### src/logic/rtdt_defs.svh
// Constants for the remote terminal data-transfer block
`ifndef RTDT_DEFS_SVH
`define RTDT_DEFS_SVH
`define RTDT_CLK_MHZ         50
`define RTDT_WORD_GAP_NS     20000
`define RTDT_WORD_GAP_CYC    ((`RTDT_WORD_GAP_NS * `RTDT_CLK_MHZ) / 1000)
`define RTDT_RX_ACK_NS       1500
`define RTDT_RX_ACK_CYC      ((`RTDT_RX_ACK_NS * `RTDT_CLK_MHZ) / 1000)
`define RTDT_TX_ACK_NS       13500
`define RTDT_TX_ACK_CYC      ((`RTDT_TX_ACK_NS * `RTDT_CLK_MHZ) / 1000)
`define RTDT_STB_CYC         2
`define RTDT_BCAST_ADDR      5'h1f
`define RTDT_MAX_WORDS       32
`endif

### src/logic/rtdt_pkg.sv
// Types for the remote terminal data-transfer block
package rtdt_pkg;
   typedef struct packed {
      logic       valid;
      logic       code_ok;
      logic       parity_ok;
      logic [4:0] address;
      logic       transmit;
      logic [4:0] subaddress;
      logic [4:0] word_count;
   } rtdt_cmd_t;
   typedef struct packed {
      logic        valid;
      logic        good;
      logic [15:0] data;
   } rtdt_word_t;
   typedef enum logic [2:0] {
      RTDT_IDLE   = 3'b000,
      RTDT_WAIT   = 3'b001,
      RTDT_ACK    = 3'b010,
      RTDT_BYTES  = 3'b011,
      RTDT_GAP    = 3'b100
   } rtdt_state_t;
endpackage : rtdt_pkg

### src/logic/rtdt_byte_lane.sv
// Two-byte highway sequencer, high byte first
`include "rtdt_defs.svh"
module rtdt_byte_lane (
   input  wire logic        i_core_clk,
   input  wire logic        i_rstn,
   input  wire logic        i_start,
   input  wire logic        i_transmit,
   input  wire logic [15:0] i_word,
   input  wire logic [7:0]  i_highway,
   output logic [7:0]       o_highway,
   output logic             o_highway_oe,
   output logic             o_byte_transfer_strobe,
   output logic             o_high_byte,
   output logic [15:0]      o_word,
   output logic             o_done
);
   import rtdt_pkg::*;
   localparam int STB = `RTDT_STB_CYC;
   logic [2:0]  phase;
   logic [1:0]  cnt;
   logic [15:0] hold;
   // Phase 1,2 = high byte setup/strobe; 3,4 = low byte; 5 = tail with highway off; data set up one phase before each strobe
   always_ff @(posedge i_core_clk or negedge i_rstn) begin
      if (!i_rstn) begin
         phase <= 3'h0;
         cnt   <= 2'h0;
      end else if (phase == 3'h0) begin
         if (i_start) begin
            phase <= 3'h1;
            cnt   <= 2'h0;
         end
      end else if (cnt == 2'(STB - 1)) begin
         cnt   <= 2'h0;
         phase <= (phase == 3'h5) ? 3'h0 : phase + 3'h1;
      end else begin
         cnt <= cnt + 2'h1;
      end
   end
   always_ff @(posedge i_core_clk or negedge i_rstn) begin
      if (!i_rstn) begin
         hold   <= 16'h0000;
         o_word <= 16'h0000;
      end else begin
         if (i_start && phase == 3'h0)
            hold <= i_word;
         // Latch on the strobe's closing cycle
         if (i_transmit && phase == 3'h2 && cnt == 2'(STB - 1))
            o_word[15:8] <= i_highway;
         if (i_transmit && phase == 3'h4 && cnt == 2'(STB - 1))
            o_word[7:0] <= i_highway;
      end
   end
   assign o_byte_transfer_strobe = (phase == 3'h2) || (phase == 3'h4);
   assign o_high_byte            = (phase == 3'h1) || (phase == 3'h2);
   assign o_highway_oe           = !i_transmit && (phase != 3'h0) && (phase != 3'h5);
   assign o_highway              = o_high_byte ? hold[15:8] : hold[7:0];
   assign o_done                 = (phase == 3'h5) && (cnt == 2'(STB - 1));
endmodule : rtdt_byte_lane

### src/logic/rtdt_transfer.sv
// Remote terminal data transfer between protocol core and subsystem
`include "rtdt_defs.svh"
module rtdt_transfer #(
   parameter int WORD_GAP_CYC = `RTDT_WORD_GAP_CYC,
   parameter int RX_ACK_CYC   = `RTDT_RX_ACK_CYC,
   parameter int TX_ACK_CYC   = `RTDT_TX_ACK_CYC
) (
   input  wire logic                  i_core_clk,
   input  wire logic                  i_rstn,
   input  wire rtdt_pkg::rtdt_cmd_t   i_cmd,
   input  wire logic [4:0]            i_own_address,
   input  wire logic                  i_broadcast_enable,
   input  wire rtdt_pkg::rtdt_word_t  i_rx_word,
   input  wire logic                  i_rx_end,
   input  wire logic                  i_msg_error,
   input  wire logic                  i_bus_switch,
   input  wire logic                  i_tx_word_start,
   input  wire logic                  i_subsystem_busy,
   input  wire logic                  i_word_acknowledge_n,
   input  wire logic [7:0]            i_byte_highway,
   output logic                       o_command_accepted_pulse_n,
   output logic                       o_transmit,
   output logic                       o_word_request_n,
   output logic                       o_byte_transfer_strobe,
   output logic                       o_high_byte,
   output logic [7:0]                 o_byte_highway,
   output logic                       o_byte_highway_oe,
   output logic                       o_good_block_pulse_n,
   output logic [15:0]                o_tx_word,
   output logic                       o_tx_word_valid,
   output logic                       o_subsystem_failure,
   output logic [5:0]                 o_current_word_count
);
   import rtdt_pkg::*;
   rtdt_state_t state;
   rtdt_state_t next_state;
   logic        active;
   logic        rx_pending;
   logic [15:0] rx_data;
   logic        msg_bad;
   logic [5:0]  expect_cnt;
   logic [19:0] timer;
   logic        lane_done;
   logic        tx_req_due;
   logic [15:0] lane_word;
   // ------------------------------------------------------------
   // Command acceptance
   // ------------------------------------------------------------
   function automatic logic cmd_for_us(input rtdt_cmd_t c, input logic [4:0] own,
                                       input logic bcast);
      cmd_for_us = c.valid && c.code_ok && c.parity_ok &&
                   ((c.address == own) || (bcast && c.address == `RTDT_BCAST_ADDR));
   endfunction : cmd_for_us
   logic accept;
   assign accept = cmd_for_us(i_cmd, i_own_address, i_broadcast_enable);
   always_ff @(posedge i_core_clk or negedge i_rstn) begin
      if (!i_rstn) begin
         active                     <= 1'b0;
         o_transmit                 <= 1'b0;
         expect_cnt                 <= 6'h00;
         o_command_accepted_pulse_n <= 1'b1;
      end else begin
         o_command_accepted_pulse_n <= !accept;
         if (accept) begin
            active     <= 1'b1;
            o_transmit <= i_cmd.transmit;
            // Zero word count means the full block
            expect_cnt <= (i_cmd.word_count == 5'h00) ? 6'(`RTDT_MAX_WORDS)
                                                      : {1'b0, i_cmd.word_count};
         end else if (i_rx_end || (o_transmit && o_current_word_count == expect_cnt &&
                                   state == RTDT_IDLE)) begin
            active <= 1'b0;
         end
      end
   end
   // ------------------------------------------------------------
   // Receive word capture and block validity
   // ------------------------------------------------------------
   always_ff @(posedge i_core_clk or negedge i_rstn) begin
      if (!i_rstn) begin
         rx_pending <= 1'b0;
         rx_data    <= 16'h0000;
      end else if (accept) begin
         rx_pending <= 1'b0;
      end else if (active && !o_transmit && i_rx_word.valid && i_rx_word.good) begin
         rx_pending <= 1'b1;
         rx_data    <= i_rx_word.data;
      end else if (state == RTDT_IDLE && rx_pending) begin
         rx_pending <= 1'b0;
      end
   end
   always_ff @(posedge i_core_clk or negedge i_rstn) begin
      if (!i_rstn) begin
         msg_bad <= 1'b0;
      end else if (accept && !i_bus_switch) begin
         msg_bad <= 1'b0;
      end else if (i_msg_error || i_bus_switch || o_subsystem_failure ||
                   (i_rx_word.valid && !i_rx_word.good)) begin
         msg_bad <= 1'b1;
      end
   end
   always_ff @(posedge i_core_clk or negedge i_rstn) begin
      if (!i_rstn) begin
         o_good_block_pulse_n <= 1'b1;
      end else begin
         // One-cycle low pulse, count checked and no error seen
         // End may fall while the last word's spacing runs out; it must not be lost
         o_good_block_pulse_n <= !(i_rx_end && active && !o_transmit && !msg_bad &&
                                   !i_msg_error && !i_bus_switch && !rx_pending &&
                                   (state == RTDT_IDLE || state == RTDT_GAP) &&
                                   o_current_word_count == expect_cnt);
      end
   end
   // ------------------------------------------------------------
   // Handshake sequencer
   // ------------------------------------------------------------
   assign tx_req_due = active && o_transmit && (o_current_word_count < expect_cnt);
   always_comb begin
      next_state = state;
      case (state)
         RTDT_IDLE: begin
            if (active && !o_transmit && rx_pending)
               next_state = RTDT_ACK;
            else if (tx_req_due)
               next_state = RTDT_ACK;
         end
         RTDT_ACK: begin
            if (!i_word_acknowledge_n)
               next_state = RTDT_BYTES;
            else if (timer == 20'h00000)
               next_state = RTDT_IDLE;
         end
         RTDT_BYTES: begin
            if (lane_done)
               next_state = o_transmit ? RTDT_WAIT : RTDT_GAP;
         end
         RTDT_WAIT: begin
            // Next request only once the current word starts on the bus
            if (i_tx_word_start || !active)
               next_state = RTDT_IDLE;
         end
         RTDT_GAP: begin
            if (timer == 20'h00000)
               next_state = RTDT_IDLE;
         end
         default: next_state = RTDT_IDLE;
      endcase
   end
   always_ff @(posedge i_core_clk or negedge i_rstn) begin
      if (!i_rstn) begin
         state <= RTDT_IDLE;
      end else if (accept || i_bus_switch) begin
         state <= RTDT_IDLE;
      end else begin
         state <= next_state;
      end
   end
   always_ff @(posedge i_core_clk or negedge i_rstn) begin
      if (!i_rstn) begin
         timer <= 20'h00000;
      end else if (state == RTDT_IDLE && next_state == RTDT_ACK) begin
         timer <= o_transmit ? 20'(TX_ACK_CYC - 1) : 20'(RX_ACK_CYC - 1);
      end else if (state == RTDT_BYTES && lane_done) begin
         timer <= 20'(WORD_GAP_CYC - 1);
      end else if (timer != 20'h00000) begin
         timer <= timer - 20'h00001;
      end
   end
   // ------------------------------------------------------------
   // Failure flag and word count
   // ------------------------------------------------------------
   // A timeout beats a clearing command in the same cycle
   always_ff @(posedge i_core_clk or negedge i_rstn) begin
      if (!i_rstn) begin
         o_subsystem_failure <= 1'b0;
      end else if (state == RTDT_ACK && i_word_acknowledge_n && timer == 20'h00000 &&
                   (o_transmit || !i_subsystem_busy)) begin
         o_subsystem_failure <= 1'b1;
      end else if (accept) begin
         o_subsystem_failure <= 1'b0;
      end
   end
   always_ff @(posedge i_core_clk or negedge i_rstn) begin
      if (!i_rstn) begin
         o_current_word_count <= 6'h00;
      end else if (accept) begin
         o_current_word_count <= 6'h00;
      end else if (state == RTDT_BYTES && lane_done) begin
         o_current_word_count <= o_current_word_count + 6'h01;
      end
   end
   // ------------------------------------------------------------
   // Transmit word toward the protocol core
   // ------------------------------------------------------------
   always_ff @(posedge i_core_clk or negedge i_rstn) begin
      if (!i_rstn) begin
         o_tx_word_valid <= 1'b0;
         o_tx_word       <= 16'h0000;
      end else begin
         o_tx_word_valid <= state == RTDT_BYTES && lane_done && o_transmit;
         if (state == RTDT_BYTES && lane_done && o_transmit)
            o_tx_word <= lane_word;
      end
   end
   // ------------------------------------------------------------
   // Request strobe and byte lane
   // ------------------------------------------------------------
   assign o_word_request_n = !((state == RTDT_ACK) || (state == RTDT_BYTES));
   rtdt_byte_lane u_lane (
      .i_core_clk             (i_core_clk),
      .i_rstn                 (i_rstn),
      .i_start                (state == RTDT_ACK && !i_word_acknowledge_n),
      .i_transmit             (o_transmit),
      .i_word                 (rx_data),
      .i_highway              (i_byte_highway),
      .o_highway              (o_byte_highway),
      .o_highway_oe           (o_byte_highway_oe),
      .o_byte_transfer_strobe (o_byte_transfer_strobe),
      .o_high_byte            (o_high_byte),
      .o_word                 (lane_word),
      .o_done                 (lane_done)
   );
endmodule : rtdt_transfer

### config.mk
export PLATFORM = sky130hd
export DESIGN_NAME = rtdt_transfer
export DESIGN_NICKNAME = d
export VERILOG_FILES = /design/src/logic/rtdt_pkg.sv /design/src/logic/rtdt_byte_lane.sv /design/src/logic/rtdt_transfer.sv
export VERILOG_INCLUDE_DIRS = /design/src /design/src/logic
export SDC_FILE = /design/constraint.sdc
export NUM_CORES = 1
export LEC_CHECK = 0
export BUFFER_PORTS_ARGS = -buffer_cell sky130_fd_sc_hd__buf_2
export CAP_MARGIN = 0
export CORE_UTILIZATION = 60
export DETAILED_ROUTE_END_ITERATION = 7
export MAX_ROUTING_LAYER = met4
export PLACE_DENSITY = 0.85
export SETUP_SLACK_MARGIN = 0.15
export SLEW_MARGIN = 5
export SYNTH_ARGS = -nofsm -noshare
export SYNTH_HDL_FRONTEND = slang
export SYNTH_HIERARCHICAL = 1
export SYNTH_SLANG_ARGS = --single-unit
export TNS_END_PERCENT = 10
### constraint.sdc
create_clock -name i_core_clk -period 3.6 [get_ports i_core_clk]
set_clock_uncertainty 0.2 [all_clocks]
set_input_delay 0.36 -clock i_core_clk [delete_from_list [all_inputs] [get_ports i_core_clk]]
set_output_delay 0.36 -clock i_core_clk [all_outputs]
set_load 0.01 [all_outputs]
==> results.yml <==
yosys:
  synth-seq-area-share: 0.525
  netlist.area_leader.share: 0.515
  syn-mean-instance-area_um2: 12.0
  synth_enable_flop_cells: 0
  synth_top_area_cell: "dfrtp_1"
  async_reset_ff_frac: 1.00
  ys_ff_latch: 112
  synth_fp_nets: 513
  yosys_most_used_dff: "dfrtp_1"
  postSynthCellCount: 446
  synth-warning-count: 6
  synth_area_leaders: "dfrtp_1 52%, mux2_2 14%, mux2_4 2.5%"
  synth.cell_area_mm2: 0.00534
  ys_types: 59
routing:
  drtAntennaViolNets: 0
  routed_wl_mm: 10.6
  drc: 0
  first_pass_iters: 4
  num_vias: 3763
  drtIter0Drc: 160
  wire_per_inst_um: 15.9
  vias_per_cell: 5.64
cells_and_area:
  stdcell_area_mm2: 0.00623
  drive_gt1_frac: 0.369
  syn2layout_area_growth_pct: 16.7
  antenna_cells: 0
  nets: 621
setup_path:
  critical_path.startpoint_type: "register"
  worstPathArrival_ps: 2710
  crit_type: "register to register"
  worstSetupEndpointType: "register"
  cp_max_fo: 17
  r2r_slack_ps: 950
  worstPathRequired_ps: 3660
grt:
  grt_max_degree: 58
  grt_pass1_wl_mm: 17.0
  overflow: 0
  grt_pass1_vias: 3700
  antenna_found_initial: 0
  grtUsageTotal: 0.248
run_status:
  status: "complete, no violations"
timing:
  finalSetupTns_ps: 0
  tightest_slew_ps: 901
  fin_crit_ps: 2650
  hold_viol: 0
  fin_crit_sh: 0.735
  max_slew_margin: 0.399
  finalSetupViolCount: 0
  fmax_ghz: 0.378
  rsz0062_at_grt: "false"
  finalMaxSlewViolations: 0
hold_path:
  hold_path.class: "input pin to register"
power:
  ir_drop_mv: 0.350
  leakage_uw: 0.00305
  switchingPower_uw: 1170
  p_seq_frac: 0.506
  p_int_uw: 2160
  p_sw_frac: 0.351
  power.density_mw_per_mm2: 535
  p_comb_frac: 0.268
  clkPwrFrac: 0.226
clock_tree:
  clock_latency_ps: 370
  cts_buffers: 9
  post-cts-setup-buffer-count: 0
  root_buffer: "clkbuf_8"
  cts_sinks: 112
  htreeDepth: 3
  clockBufferDepth: 2
  tritoncts: "built"
  cts.clk_slew.worst_paths_ps: 120
floorplanning:
  initial_core_util: 0.615
  die_h_um: 96.4
  row_count: 34
  core_mm2: 0.00868
  dieArea_mm2: 0.00928
  die_w_um: 96.4
  ios: 98
placement:
  place_area_mm2: 0.00582
  gp_congestion: 0.878
  hpwl_mm: 7.30
  portBuffers: 92
job:
  cap_violations: 0
[synth_stat cells, drive strengths merged (3+ instances only)]
cell type  count
clkbuf         3
and3           3
nand2         34
nor3          16
a21o           3
nand2b         8
o21ai         15
o21a           3
a21oi         18
nand3b         3
ha             8
xnor2         16
nor4           6
nand3          6
mux2i          4
nor2b          3
nand4          9
inv           14
or3            5
mux2          74
nor2          37
xor2           7
buf           14
dfrtp        110
[path summary, 6_finish.rpt]
kind	startpoint	end	depth (start not counted)
max	u_lane/phase[0]	o_tx_word[5]	6
min	i_cmd[3]	expect_cnt[3]	3
max reg2reg	u_lane/phase[0]	o_tx_word[5]	6
min reg2reg	expect_cnt[0]	expect_cnt[0]	2
max in group asynchronous	i_rstn	o_command_accepted_pulse_n	3
min in group asynchronous	i_rstn	o_current_word_count[1]	2
[cell families after synthesis]
group / count (synthesis) / synth area share
AO/OA/AOI/OAI: 52 / 0.0609
buffers and inverters: 31 / 0.0370
adder cells (fa/ha/maj): 8 / 0.0187
XOR/XNOR: 23 / 0.0391
flip-flops: 112 / 0.525
multiplexers: 78 / 0.170
AND/OR/NAND/NOR: 142 / 0.149
[placed cells by master (no fill, tap or decap), types with 13 or more instances in the layout]
cell / count
inv_1: 14
nand2_1: 32
dlygate4sd3_1: 20
dfrtp_1: 110
xnor2_1: 15
buf_2: 91
nor2_1: 35
o21ai_0: 14
nor3_1: 13
mux2_2: 65
a21oi_1: 18
[state kept, by name (all words and copies together), names as in the netlist, 2 cells and up]
signal / count
u_lane/hold: 16
u_lane/cnt: 2
u_lane/o_word: 16
o_current_word_count: 6
rx_data: 16
o_tx_word: 16
timer: 20
expect_cnt: 6
state: 3
u_lane/phase: 3
[worst max-delay path: stages (launching register included)]
cell and delay, ps:
dfrtp_1 550, nand3b_1 230, nor2_1 250, nand2_1 100, nor2_1 140, and2_1 650, mux2_2 420
[through the flow]
step	instances	hold slack [ps]	setup slack (ps)	utilization	power (µW)
2_1_floorplan	446	-136	1550	-	2330
3_3_place_gp	631	245	1030	0.671	2530
3_5_place_dp	631	253	988	0.671	2580
4_1_cts	661	0.538	957	0.711	3360
5_1_grt	667	1.54	780	0.718	3540
6_report	667	13.5	952	0.718	3340
[metal layers]
metal / up-vias / track usage / routed length, µm
met3: 15 / 0.0521 / 385
met2: 86 / 0.435 / 5610
met5: - / - / 0
li1: 1780 / - / -
met4: 0 / 0.0723 / 182
met1: 1882 / 0.288 / 4460
[cell type report]
cell class	instances	area (µm²)
Clock inverter	7	85.1
Multi-Input combinational cell	303	2340
Inverter	14	52.6
Fill cell	603	2450
Clock buffer	9	124
Timing Repair Buffer	114	691
Sequential cell	112	2810
Tap cell	108	135
[power groups by stage]
stage | sequential (µW) | combinational [µW] | clock (µW)
finish | 1690 | 893 | 755
global route | 1720 | 998 | 825
CTS | 1690 | 893 | 779
detailed placement | 1710 | 875 | 0
global placement | 1690 | 838 | 0
floorplan | 1650 | 687 | 0
[timing repair]
| item | 4_1_cts | 5_1_grt |
|---|---|---|
| endpoints found under the setup margin | 0 | 0 |
| endpoints found under the hold margin | 67 | 6 |
| hold buffers | 14 | 6 |
| resized for setup | 0 | 0 |
Power figures use the tool's default switching activity.
